===== config.mk =====
export PLATFORM = sky130hd
export DESIGN_NAME = pbc_regs
export DESIGN_NICKNAME = d
export VERILOG_FILES = /design/src/rtl/pbc_pkg.sv /design/src/rtl/pbc_regs.sv
export VERILOG_INCLUDE_DIRS = /design/src /design/src/rtl
export SDC_FILE = /design/constraint.sdc
export NUM_CORES = 1
export LEC_CHECK = 0
export ABC_AREA = 1
export BUFFER_PORTS_ARGS = -buffer_cell sky130_fd_sc_hd__buf_2
export CORE_ASPECT_RATIO = 0.75
export CORE_MARGIN = 2
export CORE_UTILIZATION = 25
export CTS_CLUSTER_DIAMETER = 40
export DETAILED_ROUTE_END_ITERATION = 8
export PLACE_DENSITY = 0.48
export SLEW_MARGIN = 10
export SYNTH_ARGS = -nofsm -noshare
export SYNTH_HDL_FRONTEND = slang
export SYNTH_SLANG_ARGS = --single-unit

===== constraint.sdc =====
create_clock -name aclk -period 1.16 [get_ports aclk]
set_clock_uncertainty 0.15 [all_clocks]
set_input_delay 0.174 -clock aclk [delete_from_list [all_inputs] [get_ports aclk]]
set_output_delay 0.174 -clock aclk [all_outputs]
set_load 0.02 [all_outputs]

===== src/rtl/pbc_defs.svh =====
// Constants for the basic control and status register block of the PHY.
// Assumes a 40 MHz aclk and a 32-bit AXI4-Lite register port.
`ifndef PBC_DEFS_SVH
`define PBC_DEFS_SVH

// Register indices; byte address is four times the index
`define PBC_IDX_CTRL     6'h00
`define PBC_IDX_STAT     6'h01
`define PBC_IDX_IRQ_ST   6'h10
`define PBC_IDX_IRQ_MSK  6'h11
`define PBC_IDX_PIN_CFG  6'h12
`define PBC_IDX_SRST_TOP 6'h0f

// Reset values and fixed status content
`define PBC_CTRL_RST     16'h2100
`define PBC_STAT_FIXED   16'h0061

// Control field positions
`define PBC_B_SRST       15
`define PBC_B_LOOP       14
`define PBC_B_PD         11
`define PBC_B_ISO        10
`define PBC_B_RSV7       7

// Status field positions
`define PBC_B_LINK       2
`define PBC_B_JAB        1

// Interrupt event positions
`define PBC_EV_LINK      0
`define PBC_EV_JAB       1
`define PBC_EV_RSTDONE   2
`define PBC_EV_W         3

// Soft reset length
`define PBC_CLK_MHZ      40
`define PBC_SRST_NS      1000
`define PBC_SRST_CYC     ((`PBC_SRST_NS * `PBC_CLK_MHZ + 999) / 1000)

// AXI responses
`define PBC_RESP_OKAY    2'h0
`define PBC_RESP_DECERR  2'h3

`endif


===== src/rtl/pbc_pkg.sv =====
// Types for the basic control and status register block.
// Assumes pbc_defs.svh supplies the field widths used here.
`include "pbc_defs.svh"

package pbc_pkg;

    // Phase of the digital logic
    typedef enum logic [1:0] {
        PBC_RUN  = 2'b01,
        PBC_SRST = 2'b10
    } pbc_phase_e;

    // Whole state of the block
    typedef struct packed {
        logic                   aw_ok;
        logic [5:0]             aw_idx;
        logic                   w_ok;
        logic [15:0]            w_data;
        logic [1:0]             w_strb;
        logic                   bvalid;
        logic [1:0]             bresp;
        logic                   rvalid;
        logic [15:0]            rdata;
        logic [1:0]             rresp;
        pbc_phase_e             phase;
        logic [7:0]             rst_cnt;
        logic                   loop_en;
        logic                   pd_bit;
        logic                   iso_en;
        logic                   rsv7;
        logic                   pin_pd_mode;
        logic [`PBC_EV_W-1:0]   irq_st;
        logic [`PBC_EV_W-1:0]   irq_msk;
        logic                   link_q;
        logic                   jab_q;
        logic                   rx_dv;
        logic                   rx_er;
        logic [3:0]             rxd;
        logic                   tx_en;
        logic                   tx_er;
        logic [3:0]             txd;
    } pbc_state_s;

endpackage


===== src/rtl/pbc_regs.sv =====
// Basic control and status registers of a 100 Mbit/s single-pair PHY,
// with MAC-side loopback, power-down, isolate and interrupt gathering.
// Assumes AXI4-Lite master on aclk and MAC/core signals synchronous to aclk.
//
// Behaviour
// - Control bit 15 write of one resets digital logic and registers 0x0-0xF.
// - Control bit 14 loops MAC transmit data back onto MAC receive outputs.
// - No link-up indication while MAC-side loopback is enabled.
// - Control bit 13 reads one: speed is always 100 Mbit/s.
// - Control bit 12 reads zero: no automatic negotiation.
// - Control bit 11 powers down; register access and interrupt gathering keep working.
// - Low pin in power-down mode sets bit 11; effective power-down is pin OR bit.
// - Control bit 10 isolates the MAC data interface; management still works.
// - Control bit 8 reads one: full duplex.
// - Control register resets to 0x2100.
// - Status register reads 0x0061 after reset; ability bits read zero.
// - Status bit 6 reads one: preamble-less management frames accepted.
// - Status bit 2 shows link state, one when up.
// - Status bit 1 reads one while jabber is detected, else zero.
`timescale 1ns/1ps
`default_nettype none
`include "pbc_defs.svh"

module pbc_regs
    import pbc_pkg::*;
(
    input  wire logic        aclk,          // 40 MHz clock
    input  wire logic        aresetn,       // Synchronous reset, low
    input  wire logic [7:0]  s_awaddr,      // Write address
    input  wire logic        s_awvalid,     // Write address valid
    output logic             s_awready,     // Write address ready
    input  wire logic [31:0] s_wdata,       // Write data
    input  wire logic [3:0]  s_wstrb,       // Write strobes
    input  wire logic        s_wvalid,      // Write data valid
    output logic             s_wready,      // Write data ready
    output logic [1:0]       s_bresp,       // Write response
    output logic             s_bvalid,      // Write response valid
    input  wire logic        s_bready,      // Write response ready
    input  wire logic [7:0]  s_araddr,      // Read address
    input  wire logic        s_arvalid,     // Read address valid
    output logic             s_arready,     // Read address ready
    output logic [31:0]      s_rdata,       // Read data
    output logic [1:0]       s_rresp,       // Read response
    output logic             s_rvalid,      // Read data valid
    input  wire logic        s_rready,      // Read data ready
    input  wire logic        mac_tx_en,     // MAC transmit enable
    input  wire logic        mac_tx_er,     // MAC transmit error
    input  wire logic [3:0]  mac_txd,       // MAC transmit data
    output logic             mac_rx_dv,     // MAC receive data valid
    output logic             mac_rx_er,     // MAC receive error
    output logic [3:0]       mac_rxd,       // MAC receive data
    output logic             mac_rx_oe_n,   // Receive outputs enable, low drives
    input  wire logic        core_rx_dv,    // Line-side receive valid
    input  wire logic        core_rx_er,    // Line-side receive error
    input  wire logic [3:0]  core_rxd,      // Line-side receive data
    output logic             core_tx_en,    // Transmit enable to line side
    output logic             core_tx_er,    // Transmit error to line side
    output logic [3:0]       core_txd,      // Transmit data to line side
    input  wire logic        core_link,     // Raw link from line side
    input  wire logic        core_jabber,   // Jabber detect level
    output logic             link_up,       // Link-up indication
    output logic             power_down,    // Effective power-down
    output logic             digital_reset, // Digital logic held in reset
    input  wire logic        int_pin_i,     // Interrupt/power-down pin level
    output logic             int_pin_o,     // Pin output value
    output logic             int_pin_oe_n,  // Pin enable, low drives
    output logic             irq            // Level interrupt
);

    pbc_state_s q;
    pbc_state_s next_q;

    logic        pin_pd;
    logic        pd_eff;
    logic        lnk;
    logic        in_srst;
    logic        wr_fire;
    logic        rd_fire;
    logic [15:0] wmask;
    logic [15:0] ctrl_rd;
    logic [15:0] stat_rd;
    logic [15:0] wr_cur;
    logic [15:0] wr_new;
    logic [`PBC_EV_W-1:0] ev;

    // Control reset word; writable bits take their power-on and soft reset values here
    localparam logic [15:0] ctrl_rst_val = `PBC_CTRL_RST;

    // Derived levels
    assign in_srst = (q.phase == PBC_SRST);
    assign pin_pd  = q.pin_pd_mode & ~int_pin_i;
    assign pd_eff  = q.pd_bit | pin_pd;
    assign lnk     = core_link & ~q.loop_en & ~pd_eff & ~in_srst;
    assign wr_fire = q.aw_ok & q.w_ok & ~q.bvalid;
    assign rd_fire = s_arvalid & ~q.rvalid;
    assign wmask   = {{8{q.w_strb[1]}}, {8{q.w_strb[0]}}};

    // Control read view; fixed bits come from the reset value
    always_comb begin
        ctrl_rd = `PBC_CTRL_RST;
        ctrl_rd[`PBC_B_SRST] = in_srst;
        ctrl_rd[`PBC_B_LOOP] = q.loop_en;
        ctrl_rd[`PBC_B_PD]   = q.pd_bit;
        ctrl_rd[`PBC_B_ISO]  = q.iso_en;
        ctrl_rd[`PBC_B_RSV7] = q.rsv7;
    end

    // Status read view
    always_comb begin
        stat_rd = `PBC_STAT_FIXED;
        stat_rd[`PBC_B_LINK] = lnk;
        stat_rd[`PBC_B_JAB]  = core_jabber;
    end

    // Current value of the register being written
    always_comb begin
        wr_cur = 16'h0000;
        unique case (q.aw_idx)
            `PBC_IDX_CTRL:    wr_cur = ctrl_rd;
            `PBC_IDX_PIN_CFG: wr_cur = {15'h0000, q.pin_pd_mode};
            default:          wr_cur = 16'h0000;
        endcase
        wr_new = (wr_cur & ~wmask) | (q.w_data & wmask);
    end

    // Interrupt events
    always_comb begin
        ev = '0;
        ev[`PBC_EV_LINK]    = lnk ^ q.link_q;
        ev[`PBC_EV_JAB]     = core_jabber & ~q.jab_q;
        ev[`PBC_EV_RSTDONE] = in_srst && (q.rst_cnt == 8'(`PBC_SRST_CYC - 1));
    end

    // Next-state logic
    always_comb begin
        next_q = q;
        next_q.link_q = lnk;
        next_q.jab_q  = core_jabber;

        // Write address and data taken independently
        if (s_awvalid && !q.aw_ok && !q.bvalid) begin
            next_q.aw_ok  = 1'b1;
            next_q.aw_idx = (s_awaddr[1:0] == 2'h0) ? s_awaddr[7:2] : 6'h3f;
        end
        if (s_wvalid && !q.w_ok && !q.bvalid) begin
            next_q.w_ok   = 1'b1;
            next_q.w_data = s_wdata[15:0];
            next_q.w_strb = s_wstrb[1:0];
        end
        if (q.bvalid && s_bready) begin
            next_q.bvalid = 1'b0;
        end

        // Register write
        if (wr_fire) begin
            next_q.aw_ok  = 1'b0;
            next_q.w_ok   = 1'b0;
            next_q.bvalid = 1'b1;
            next_q.bresp  = `PBC_RESP_OKAY;
            unique case (q.aw_idx)
                `PBC_IDX_CTRL: begin
                    // Writes during soft reset are answered but dropped
                    if (!in_srst) begin
                        next_q.loop_en = wr_new[`PBC_B_LOOP];
                        next_q.pd_bit  = wr_new[`PBC_B_PD];
                        next_q.iso_en  = wr_new[`PBC_B_ISO];
                        next_q.rsv7    = wr_new[`PBC_B_RSV7];
                        if (wr_new[`PBC_B_SRST] && wmask[`PBC_B_SRST]) begin
                            next_q.phase   = PBC_SRST;
                            next_q.rst_cnt = 8'h00;
                        end
                    end
                end
                `PBC_IDX_STAT: begin
                end
                `PBC_IDX_IRQ_ST: begin
                    next_q.irq_st = q.irq_st & ~(q.w_data[`PBC_EV_W-1:0]
                                                 & wmask[`PBC_EV_W-1:0]);
                end
                `PBC_IDX_IRQ_MSK: begin
                    next_q.irq_msk = (q.irq_msk & ~wmask[`PBC_EV_W-1:0])
                                   | (q.w_data[`PBC_EV_W-1:0] & wmask[`PBC_EV_W-1:0]);
                end
                `PBC_IDX_PIN_CFG: begin
                    next_q.pin_pd_mode = wr_new[0];
                end
                default: begin
                    next_q.bresp = `PBC_RESP_DECERR;
                end
            endcase
        end

        // Events set sticky bits; a set wins over a clear in the same cycle
        next_q.irq_st = next_q.irq_st | ev;

        // Soft reset sequence restores the low register set
        if (in_srst) begin
            next_q.loop_en = ctrl_rst_val[`PBC_B_LOOP];
            next_q.pd_bit  = ctrl_rst_val[`PBC_B_PD];
            next_q.iso_en  = ctrl_rst_val[`PBC_B_ISO];
            next_q.rsv7    = ctrl_rst_val[`PBC_B_RSV7];
            next_q.rst_cnt = q.rst_cnt + 8'h01;
            if (ev[`PBC_EV_RSTDONE]) begin
                next_q.phase = PBC_RUN;
            end
        end

        // Pin in power-down mode sets the bit, winning over a write
        if (pin_pd) begin
            next_q.pd_bit = 1'b1;
        end

        // Register read
        if (q.rvalid && s_rready) begin
            next_q.rvalid = 1'b0;
        end
        if (rd_fire) begin
            next_q.rvalid = 1'b1;
            next_q.rresp  = `PBC_RESP_OKAY;
            next_q.rdata  = 16'h0000;
            if (s_araddr[1:0] != 2'h0) begin
                next_q.rresp = `PBC_RESP_DECERR;
            end else begin
                unique case (s_araddr[7:2])
                    `PBC_IDX_CTRL:    next_q.rdata = ctrl_rd;
                    `PBC_IDX_STAT:    next_q.rdata = stat_rd;
                    `PBC_IDX_IRQ_ST:  next_q.rdata = {13'h0000, q.irq_st};
                    `PBC_IDX_IRQ_MSK: next_q.rdata = {13'h0000, q.irq_msk};
                    `PBC_IDX_PIN_CFG: next_q.rdata = {15'h0000, q.pin_pd_mode};
                    default:          next_q.rresp = `PBC_RESP_DECERR;
                endcase
            end
        end

        // MAC data path: loopback, isolate and power-down
        next_q.rx_dv = 1'b0;
        next_q.rx_er = 1'b0;
        next_q.rxd   = 4'h0;
        next_q.tx_en = 1'b0;
        next_q.tx_er = 1'b0;
        next_q.txd   = 4'h0;
        if (!pd_eff && !in_srst && !q.iso_en) begin
            if (q.loop_en) begin
                next_q.rx_dv = mac_tx_en;
                next_q.rx_er = mac_tx_er;
                next_q.rxd   = mac_txd;
            end else begin
                next_q.rx_dv = core_rx_dv;
                next_q.rx_er = core_rx_er;
                next_q.rxd   = core_rxd;
                next_q.tx_en = mac_tx_en;
                next_q.tx_er = mac_tx_er;
                next_q.txd   = mac_txd;
            end
        end
    end

    // State register
    always_ff @(posedge aclk) begin
        if (!aresetn) begin
            q             <= '0;
            q.phase       <= PBC_RUN;
            q.loop_en     <= ctrl_rst_val[`PBC_B_LOOP];
            q.pd_bit      <= ctrl_rst_val[`PBC_B_PD];
            q.iso_en      <= ctrl_rst_val[`PBC_B_ISO];
            q.rsv7        <= ctrl_rst_val[`PBC_B_RSV7];
            q.bresp       <= `PBC_RESP_OKAY;
            q.rresp       <= `PBC_RESP_OKAY;
        end else begin
            q <= next_q;
        end
    end

    // Outputs
    assign s_awready     = ~q.aw_ok & ~q.bvalid;
    assign s_wready      = ~q.w_ok & ~q.bvalid;
    assign s_bvalid      = q.bvalid;
    assign s_bresp       = q.bresp;
    assign s_arready     = ~q.rvalid;
    assign s_rvalid      = q.rvalid;
    assign s_rresp       = q.rresp;
    assign s_rdata       = {16'h0000, q.rdata};
    assign mac_rx_dv     = q.rx_dv;
    assign mac_rx_er     = q.rx_er;
    assign mac_rxd       = q.rxd;
    // Receive pins released while isolated or powered down
    assign mac_rx_oe_n   = q.iso_en | pd_eff;
    assign core_tx_en    = q.tx_en;
    assign core_tx_er    = q.tx_er;
    assign core_txd      = q.txd;
    assign link_up       = q.link_q;
    assign power_down    = pd_eff;
    assign digital_reset = in_srst;
    assign irq           = |(q.irq_st & q.irq_msk);
    // Pin acts as open-drain interrupt unless set up for power-down
    assign int_pin_o     = 1'b0;
    assign int_pin_oe_n  = q.pin_pd_mode | ~irq;

endmodule // pbc_regs

`default_nettype wire

# After elaboration in Yosys (flattened, before gate mapping)
# Index checks and enable logic that the tools add are counted.
[op_classes] eq_ne=10 n_lt_le_gt_ge=0 n_bitwise=38 mul=0 n_reduce_logical=39 muxes=22 shift=0 add_sub_neg=1 n_div=0
[ops] op="case mux 16 bit (5 select lines)" n=1
[ops] op="2-to-1 mux 14 bit" n=3
[ops] op="equality test 6 x 5 -> 1 bit, second input constant" n=6
[ops] op="AND 16 bit" n=2
[ops] op="case mux 16 bit (2 select lines)" n=1
[ops] op="2-to-1 mux 21 bit" n=1
[ops] op="2-to-1 mux 19 bit" n=1
[ops] op="2-to-1 mux 16 bit" n=1
[ops] op="NOT 16 bit" n=1
[ops] op="bitwise OR 16 bit" n=1
[ops] op="AND 3 bit" n=4
[ops] op="equality test 6 x 1 -> 1 bit, second input constant" n=2
[ops] op="logical NOT 6 bit" n=2
[ops] op="2-to-1 mux 6 bit" n=2
[ops] op="NOT 1 bit" n=12
[ops] op="nonzero test 2 bit" n=6
[ops] op="AND 1 bit" n=10
[ops] op="logical AND 1 bit" n=10
[ops] op="2-to-1 mux 10 bit" n=1
[ops] op="OR reduction 5 bit" n=2
[ops] op="2-to-1 mux 3 bit" n=3
[ops] op="adder 8 x 1 -> 8 bit, second input constant" n=1
[ops] op="equality test 8 x 6 -> 1 bit, second input constant" n=1
[ops] op="2-to-1 mux 2 bit" n=4
[ops] op="13 further kinds" n=32
[word_totals] output_inout_bits=60 mem_count=0 latchBits=0 mem_bits_rw=0 input_bits=74 regBits=83 mem_bits_ro=0

# Longest topological paths before layout
# Gate-level depths: netlist (run 1).
[logic_depth] depth_word=12 depth_mapped=9 ltp_nobuf=9

# Worst setup path before layout (run 1)
# OpenSTA, ideal clock, no wires.
[synth_timing] path_kind="register to register" startpoint="reg q (netlist bit s_bvalid)" endpoint="reg q[58] (netlist bit)" stages_incl_launch_ff=6 setup_slack_ns=-0.375 t_required_ns=0.894 t_arrival_ns=1.269 period_less_slack_ns=1.535 n_path_buf=1 path_cell_list="dfxtp_1 nor2_1 nand2_1 buf_2 o21ai_0 nor2_1"
[synth_via] elab_chain_cells=2
[synth_lines] item="start, declared" line="pbc_regs.sv:70" rtl="pbc_state_s q;"
[synth_lines] item="start signal, assigned" line="pbc_regs.sv:270" rtl="q <= next_q;"
[synth_lines] item="logical NOT 1 bit" line="pbc_regs.sv:145" rtl="if (s_wvalid && !q.w_ok && !q.bvalid) begin"
[synth_lines] item="logical AND 1 bit" line="pbc_regs.sv:145"
# Every way passes these cells.
# A chain may end at the register's enable or synchronous reset.

# Final worst setup path (run 1)
[layout_timing] startpoint="reg q[20] (netlist bit)" endpoint="out mac_rx_oe_n"
[layout_via] elab_chain_cells=3
[layout_lines] item="AND 1 bit" line="pbc_regs.sv:91" rtl="assign pin_pd = q.pin_pd_mode & ~int_pin_i;"
[layout_lines] item="bitwise OR 1 bit" line="pbc_regs.sv:92" rtl="assign pd_eff = q.pd_bit | pin_pd;"
[layout_lines] item="bitwise OR 1 bit" line="pbc_regs.sv:287" rtl="assign mac_rx_oe_n = q.iso_en | pd_eff;"
[layout_lines] item="end, declared" line="pbc_regs.sv:52" rtl="output logic mac_rx_oe_n,"
# Every way passes these cells.

==> results of run 1 <==
power by group through the flow:
stage	logic, mW	clock network (mW)	registers [mW]
CTS	1.15	2.99	2.49
finish	1.28	2.92	2.50
detailed placement	0.822	0	2.53
global placement	0.818	0	2.53
global route	1.38	3.10	2.51
floorplan	0.556	0	2.54
state kept, by name, summed over array words and instances, names as in the netlist, 4 cells and up, named ones only:
register	cells
core_txd	4
s_rdata	10
q	33
mac_rxd	4
ctrl_rd	4
layout by cell type, fill, tap and decap left out, drive strengths merged:
cell type and count:
o21a 1, a21oi 40, o211ai 1, clkinvlp 1, nor2 60, nor3 13, dlygate4sd3 28, nand2 80
clkbuf 12, o21bai 1, or2 2, nand4 8, nand3 29, o21ai 21, a31oi 1, conb 21
buf 167, ha 1, bufinv 1, inv 51, clkinv 4, a211oi 4, xor2 2, a22oi 1
dfxtp 67
repair_timing:
item	in CTS	in global routing
endpoints found under the setup margin	88	91
endpoints found under the hold margin	29	0
setup buffers	22	10
hold buffers	28	0
gates resized for setup	160	83
pin swaps	43	34
gates cloned	1	1
per-stage QoR:
step / instances / instance area [um^2] / hold WS, ps / util [%]
after detailed placement: 716 / 4150 / 255 / 32.0
after floorplan: 459 / 3470 / 131 / -
after global placement: 716 / 4150 / 256 / 32.0
after global routing: 788 / 5820 / 26.2 / 44.9
final: 788 / 5820 / 15.6 / 44.9
after CTS: 782 / 5500 / 0.111 / 42.4
worst paths after layout:
check / startpoint / to / slack (ps) / cells past startpoint
setup / recovery: q[20]$_SDFFE_PN0P_ / mac_rx_oe_n / -330 / 4
hold / removal: s_awaddr[4] / q[78]$_SDFFE_PN0P_ / 20 / 3
setup reg to reg: q[79]$_SDFFE_PN0P_ / q[17]$_SDFF_PN0_ / -250 / 7
hold reg to reg: q[12]$_SDFF_PN0_ / q[18]$_SDFF_PN0_ / 250 / 1
cells by family (layout without fill, tap and decap cells):
logic type | count (synthesis) | count (layout) | synth area share, %
xor gates and xnor gates | 2 | 2 | 0.529
other | 1 | 21 | 0.113
buffers and inverters | 107 | 264 | 17.6
adders and majority gates | 1 | 1 | 0.378
DFF | 67 | 67 | 40.5
and+or+nand+nor | 191 | 192 | 28.8
AOI/OAI and AO/OA | 70 | 70 | 12.0
area by class of cell:
type / count / area [um^2]
Timing Repair Buffer: 196 / 1660
Multi-Input combinational cell: 286 / 2010
Sequential cell: 67 / 1400
Clock inverter: 5 / 57.6
Tap cell: 171 / 214
Fill cell: 1260 / 7150
Clock buffer: 11 / 264
Inverter: 52 / 223
metal layers:
| metal | track usage (%) | vias up | wire length, um | part of all wire, % |
|---|---|---|---|---|
| li1 | - | 1697 | - | - |
| met1 | 18.2 | 1493 | 4620 | 48 |
| met2 | 21.1 | 73 | 4410 | 46 |
| met3 | 3.72 | 16 | 411 | 4.3 |
| met4 | 4.12 | 0 | 159 | 1.7 |
| met5 | 0 | - | 0 | 0 |
worst max-delay path: cells and delay by family (launching register included):
kind	cells	cell delay, ps
buf+inv	1	140
simple gates	3	380
flops	1	320
==> impl_metrics.json, run 1 <==
{
  "route.detailed.drc": 0,
  "grt_pass1_vias": 3152,
  "worstPathCellList": "nand2_2 > nand2_4 > or2_4 > buf_6",
  "drtAntennaViolNets": 0,
  "synthTopCellsByCount": "nand2_1 (74), dfxtp_1 (67), buf_4 (45), nor2_1 (45), inv_1 (41)",
  "seqPwrFrac_pct": 37.3,
  "fmax_ghz": 0.671,
  "die_area_um2": 14200,
  "io_buffers": 86,
  "synth-seq-cells": 67,
  "numCtsBuffers": 9,
  "final.period_utilization_pct": 128,
  "grt_max_degree": 20,
  "setup_viol": 72,
  "crit_path_start_kind": "flip-flop",
  "setup_tns_ps": -11220,
  "pin_count": 134,
  "maxSlewViolCount": 0,
  "diodes": 0,
  "synth_area_per_cell_um2": 7.54,
  "layout.nets": 687,
  "vdd_drop_max_uv": 674,
  "clk_latency_ps": 330,
  "ys_types": 38,
  "cpPeakStageDelay_ps": 320,
  "drive_gt1_share_pct": 57.4,
  "drv_cap": 0,
  "antenna_found_initial": 0,
  "overflow": 0,
  "min_period_ps": 1490,
  "num_rows": 36,
  "wl_um": 9600,
  "p_leak_nw": 2.53,
  "p_sw_share_pct": 27.4,
  "clk_pin_slew_ps": 60,
  "cts_max_path_buffers": 2,
  "cts_root_buffer": "clkbuf_16",
  "drt-initial-drc-count": 132,
  "wire_per_inst_um": 12.2,
  "ys_seq_area_share_pct": 40.5,
  "vias_per_cell": 4.16,
  "chipWidth_um": 137,
  "rsz0062_at_grt": "true",
  "cts.sinks": 67,
  "failed_checks": "negative setup slack",
  "hpwlAfterDp_um": 6460,
  "synth_cells": 439,
  "synth_top_area_share_pct": 40.5,
  "first_pass_iters": 4,
  "grt_pass1_wl_um": 15100,
  "synth_most_common_cell": "nand2_1",
  "hold_viol": 0,
  "synth_area_leaders": "dfxtp_1 (41%), buf_4 (10%), nand2_1 (8.4%)",
  "setup_slack_ps": -330,
  "die_h_um": 104,
  "worstSetupPathType": "reg2out",
  "status": "complete, but fails checks",
  "coreArea_um2": 13000,
  "cts_htree_levels": 3,
  "dp_slack_ps": -261,
  "initial_utilization_pct": 25.5,
  "power_switching_mw": 1.84,
  "p_comb_share_pct": 19.2,
  "p_int_mw": 4.86,
  "synth_top_cell_by_area": "dfxtp_1",
  "cp.arrival_ps": 1170,
  "gp_congestion": 0.819,
  "critPathMaxFanout": 3,
  "cts_tree": "built",
  "synth_area_um2": 3310,
  "synth_flop_cell": "dfxtp_1",
  "yosys_warnings": 0,
  "synth_edf_count": 0,
  "end_kind": "primary output",
  "power_density_nw_per_um2": 1150,
  "hp-class": "in2reg",
  "async_flop_share_pct": 0,
  "grt_usage_pct": 13.6,
  "p_clk_share_pct": 43.6,
  "required_ps": 840,
  "cp_slowest_cell": "dfxtp_2",
  "syn2layout_area_growth_pct": 75.8,
  "dr_total_vias": 3279,
  "total_power_mw": 6.70
}
Power figures use the tool's default switching activity.
==> run 2: changes to the inputs <==
--- a/config.mk
+++ b/config.mk
@@ -6,15 +6,17 @@
 export SDC_FILE = /design/constraint.sdc
 export NUM_CORES = 1
 export LEC_CHECK = 0
-export ABC_AREA = 1
+export ABC_AREA = 0
 export BUFFER_PORTS_ARGS = -buffer_cell sky130_fd_sc_hd__buf_2
 export CORE_ASPECT_RATIO = 0.75
 export CORE_MARGIN = 2
 export CORE_UTILIZATION = 25
 export CTS_CLUSTER_DIAMETER = 40
+export CTS_CLUSTER_SIZE = 40
 export DETAILED_ROUTE_END_ITERATION = 8
 export PLACE_DENSITY = 0.48
 export SLEW_MARGIN = 10
 export SYNTH_ARGS = -nofsm -noshare
 export SYNTH_HDL_FRONTEND = slang
 export SYNTH_SLANG_ARGS = --single-unit
+export TNS_END_PERCENT = 5
==> impl_metrics.json, run 2 <==
{
  "initial_utilization_pct": 25.7,
  "instances_no_fill": 671,
  "synth_area_um2": 3160,
  "cts_tree": "built",
  "drt-initial-drc-count": 119,
  "clk_pin_slew_ps": 50,
  "hold_viol": 0,
  "cts_htree_levels": 3,
  "synth_top_cell_by_area": "dfxtp_1",
  "setup_viol": 72,
  "final_common_cell": "buf_4",
  "die_h_um": 101,
  "clk_latency_ps": 320,
  "cpPeakStageDelay_ps": 330,
  "cp_slowest_cell": "or3_4",
  "drv_cap": 0,
  "largest_reg_flops": 33,
  "setup_slack_ps": -504,
  "io_buffers": 86,
  "cts.sinks": 67,
  "rsz0062_at_grt": "true",
  "wire_per_inst_um": 11.8,
  "cp.arrival_ps": 1340,
  "chipWidth_um": 134,
  "overflow": 0,
  "worstPathCellList": "nor2b_4 > or3_4 > buf_6 > buf_6",
  "vias_per_cell": 4.10,
  "maxSlewViolCount": 0,
  "pin_count": 134,
  "grt_pass1_vias": 2641,
  "ys_types": 54,
  "layout.nets": 576,
  "grt_max_degree": 28,
  "die_area_um2": 13600,
  "drtAntennaViolNets": 0,
  "hold-worst-slack_ps": 11.9,
  "async_flop_share_pct": 0,
  "synth_top_area_share_pct": 42.5,
  "cts_root_buffer": "clkbuf_16",
  "synthTopCellsByCount": "dfxtp_1 (67), nand2_1 (54), buf_4 (45)",
  "min_period_ps": 1660,
  "gp_congestion": 0.796,
  "yosys_warnings": 0,
  "num_rows": 35,
  "diodes": 0,
  "grt_usage_pct": 12.3,
  "status": "complete, but fails checks",
  "final.period_utilization_pct": 143,
  "fmax_ghz": 0.601,
  "layout_common_cells": "buf_4 (59), buf_2 (58), nand2_1 (48)",
  "fin_util_pct": 39.0,
  "worstSetupPathType": "reg2out",
  "crit_path_start_kind": "flip-flop",
  "critPathMaxFanout": 2,
  "synth_area_per_cell_um2": 8.82,
  "syn2layout_area_growth_pct": 51.9,
  "synth_cells": 358,
  "ys_seq_area_share_pct": 42.5,
  "cts_max_path_buffers": 2,
  "power_density_nw_per_um2": 1200,
  "numCtsBuffers": 9,
  "largest-register": "q",
  "synth_flop_cell": "dfxtp_1",
  "end_kind": "primary output",
  "coreArea_um2": 12300,
  "antenna_found_initial": 0,
  "wl_um": 7900,
  "drive_gt1_share_pct": 43.8,
  "synth_edf_count": 0,
  "placed_cells": 625,
  "synth_area_leaders": "dfxtp_1 (42%), buf_4 (11%), nand2_1 (6.4%)",
  "first_pass_iters": 4,
  "cpMostUsedCell": "buf_6",
  "grt_pass1_wl_um": 12900,
  "synth_most_common_cell": "dfxtp_1",
  "vdd_drop_max_uv": 602,
  "dr_total_vias": 2748,
  "required_ps": 840,
  "route.detailed.drc": 0,
  "hp-class": "in2reg",
  "synth-seq-cells": 67,
  "hpwlAfterDp_um": 5950,
  "p_leak_nw": 2.21,
  "failed_checks": "negative setup slack"
}
-- run 2: logic make-up (layout without fill, tap and decap cells) --
group,count (synthesis),count (layout),synth area share [%]
AND/OR/NAND/NOR,148,148,24.9
adder cells (fa/ha/maj),1,1,0.396
multiplexers,14,14,4.48
flip-flops,67,67,42.5
XOR/XNOR,4,4,1.11
AO/OA/AOI/OAI,55,55,12.7
other,1,21,0.119
buffers and inverters,68,195,13.8
-- run 2: critical path, delay by kind of cell (launching register included) --
| family | cells | cell delay (ps) |
|---|---|---|
| buf+inv | 2 | 250 |
| flops | 1 | 320 |
| simple gates | 2 | 450 |
-- run 2: layout make-up --
type                       instances  area [um^2]
tap                              166          208
inverter                           9         36.3
clock buffer                      12          246
sequential                        67         1370
timing repair buffer             171         1330
multi-input combinational        243         1600
clock inverter                     3         15.0
fill                            1256         7510
-- run 2: repair_timing --
item | in CTS | in global routing
endpoints found under the setup margin | 89 | 93
cloned | 0 | 0
pin swaps | 32 | 8
resized for setup | 76 | 30
endpoints found under the hold margin | 25 | 0
hold buffers | 26 | 0
setup buffers | 4 | 1
-- run 2: power breakdown --
group          leakage (nW)  internal (mW)  total (mW)  switching (mW)
Combinational          1.52          0.453       0.891           0.438
Sequential            0.557           2.40        2.46          0.0626
Clock                 0.132           1.48        2.41           0.932
-- run 2: path summary, 6_finish.rpt --
check	slack (ps)	startpoint	cells after the start	to
max	-500	q[20]$_SDFFE_PN0P_	4	mac_rx_oe_n
min reg2reg	300	q[66]$_SDFFE_PN0P_	2	q[66]$_SDFFE_PN0P_
min	10	s_araddr[1]	4	s_rdata[6]$_SDFFE_PN0P_
max reg2reg	-420	q[20]$_SDFFE_PN0P_	7	core_txd[3]$_SDFF_PP0_
-- run 2: per-layer routing --
metal	wire [um]	vias to the layer above	track usage, %
met5	0	-	0
met4	67	0	3.19
met3	495	7	4.85
met2	3220	83	17.7
met1	4120	1234	17.2
li1	-	1424	-
-- run 2: stage by stage --
| step | TNS, ps | setup slack [ps] | total power, mW | instance area (um^2) |
|---|---|---|---|---|
| after global routing | -19770 | -546 | 6.06 | 4800 |
| final | -14830 | -504 | 5.77 | 4800 |
| after floorplan | -13180 | -303 | 2.98 | 3250 |
| after global placement | -15070 | -318 | 3.22 | 3920 |
| after CTS | -15370 | -573 | 5.83 | 4710 |
| after detailed placement | -16620 | -358 | 3.23 | 3920 |
==> run 3: changes to the inputs <==
--- a/config.mk
+++ b/config.mk
@@ -8,13 +8,16 @@
 export LEC_CHECK = 0
 export ABC_AREA = 0
 export BUFFER_PORTS_ARGS = -buffer_cell sky130_fd_sc_hd__buf_2
+export CELL_PAD_IN_SITES_DETAIL_PLACEMENT = 0
+export CELL_PAD_IN_SITES_GLOBAL_PLACEMENT = 1
 export CORE_ASPECT_RATIO = 0.75
 export CORE_MARGIN = 2
 export CORE_UTILIZATION = 25
 export CTS_CLUSTER_DIAMETER = 40
 export CTS_CLUSTER_SIZE = 40
 export DETAILED_ROUTE_END_ITERATION = 8
-export PLACE_DENSITY = 0.48
+export PLACE_DENSITY = 0.62
+export SKIP_CTS_REPAIR_TIMING = 1
 export SLEW_MARGIN = 10
 export SYNTH_ARGS = -nofsm -noshare
 export SYNTH_HDL_FRONTEND = slang
==> impl_metrics.json, run 3 (synthesized netlist as in run 2, its figures left out) <==
{
  "status": "complete, but fails checks",
  "failed_checks": "negative setup slack",
  "hold-worst-slack_ps": 0.219,
  "pin_count": 134,
  "chipWidth_um": 134,
  "io_buffers": 86,
  "layout_common_cells": "buf_2 (61), buf_4 (60), dfxtp_1 (50)",
  "design_area_um2": 4680,
  "num_rows": 35,
  "total_power_mw": 5.85,
  "power_switching_mw": 1.40,
  "drive_gt1_share_pct": 42.3,
  "grt_pass1_vias": 2545,
  "hold_start": "s_araddr[3]",
  "hpwlAfterDp_um": 6020,
  "p_clk_share_pct": 43.0,
  "syn2layout_area_growth_pct": 48.0,
  "cp.arrival_ps": 1280,
  "end_kind": "primary output",
  "rsz0062_at_grt": "true",
  "clk_latency_ps": 320,
  "critPathMaxFanout": 3,
  "setup_slack_ps": -444,
  "cts_htree_levels": 3,
  "hold_viol": 0,
  "cts.sinks": 67,
  "hp-class": "in2reg",
  "p_comb_share_pct": 14.8,
  "cts_root_buffer": "clkbuf_16",
  "fmax_ghz": 0.623,
  "drtAntennaViolNets": 0,
  "largest-register": "q",
  "dr_total_vias": 2725,
  "initial_utilization_pct": 25.7,
  "power_density_nw_per_um2": 1250,
  "placed_cells": 620,
  "coreArea_um2": 12300,
  "hold_depth": 3,
  "gp_congestion": 0.787,
  "antenna_found_initial": 0,
  "n_fill_cell": 1292,
  "crit_start": "q[20]$_SDFFE_PN0P_",
  "maxSlewViolCount": 0,
  "final_common_cell": "buf_2",
  "required_ps": 840,
  "vias_per_cell": 4.12,
  "ff_latch_area_um2": 1370,
  "wire_per_inst_um": 11.9,
  "r2r-start": "q[20]$_SDFFE_PN0P_",
  "grt_max_degree": 19,
  "largest_reg_flops": 33,
  "r2r_cells": 4,
  "grt_usage_pct": 11.6,
  "final.period_utilization_pct": 138,
  "clk_pin_slew_ps": 50,
  "r2r_slack_ps": -330,
  "multiInputGateArea_um2": 1580,
  "drv_cap": 0,
  "layout.nets": 566,
  "p_sw_share_pct": 23.9,
  "setup_tns_ps": -14760,
  "grt_pass1_wl_um": 12300,
  "crit_path_start_kind": "flip-flop",
  "diodes": 0,
  "setup_viol": 72,
  "die_area_um2": 13600,
  "wl_um": 7880,
  "die_h_um": 101,
  "p_int_mw": 4.45,
  "overflow": 0,
  "instances_no_fill": 662,
  "cts_max_path_buffers": 2,
  "vdd_drop_max_uv": 696,
  "cts_tree": "built",
  "worstSetupPathType": "reg2out",
  "route.detailed.drc": 0,
  "placed_cell_area_um2": 3890,
  "first_pass_iters": 4,
  "seqPwrFrac_pct": 42.2,
  "numCtsBuffers": 9,
  "min_period_ps": 1600,
  "drt-initial-drc-count": 83,
  "p_leak_nw": 2.18
}
run 3: final timing paths:
check                            end
max                      mac_rx_oe_n
min          s_rresp[0]$_SDFFE_PN0P_
max reg2reg     mac_rx_er$_SDFF_PP0_
min reg2reg  s_rdata[2]$_SDFFE_PN0P_
run 3: cell type report:
cell class                      instances  area share (%)
Tap cell                              166            4.44
Timing Repair Buffer                  161            25.7
Multi-Input combinational cell        243            33.8
Sequential cell                        67            29.2
Clock buffer                           14            5.86
Inverter                                9           0.776
Clock inverter                          2           0.214
run 3: worst max-delay path: stages, from the launching register on:
cell and delay, ps:
dfxtp_2 320, nor2b_4 130, or3_4 360, buf_6 150
run 3: stage by stage:
step | worst slack, ps | utilization [%]
finish | -444 | 38.0
global route | -468 | 38.0
CTS | -561 | 34.0
detailed placement | -359 | 31.6
global placement | -320 | 31.6
floorplan | -303 | -
run 3: power groups by stage:
stage	clock network, mW	registers, mW	logic, mW
after global placement	0	2.50	0.724
final	2.51	2.47	0.867
after global routing	2.69	2.48	0.951
after detailed placement	0	2.50	0.729
after floorplan	0	2.52	0.464
after CTS	2.61	2.46	0.732
run 3: routing by layer:
layer | GRT usage [%] | wire length [um]
met1 | 15.9 | 3940
met2 | 17.3 | 3380
met3 | 3.85 | 461
met4 | 3.44 | 94
met5 | 0 | 0
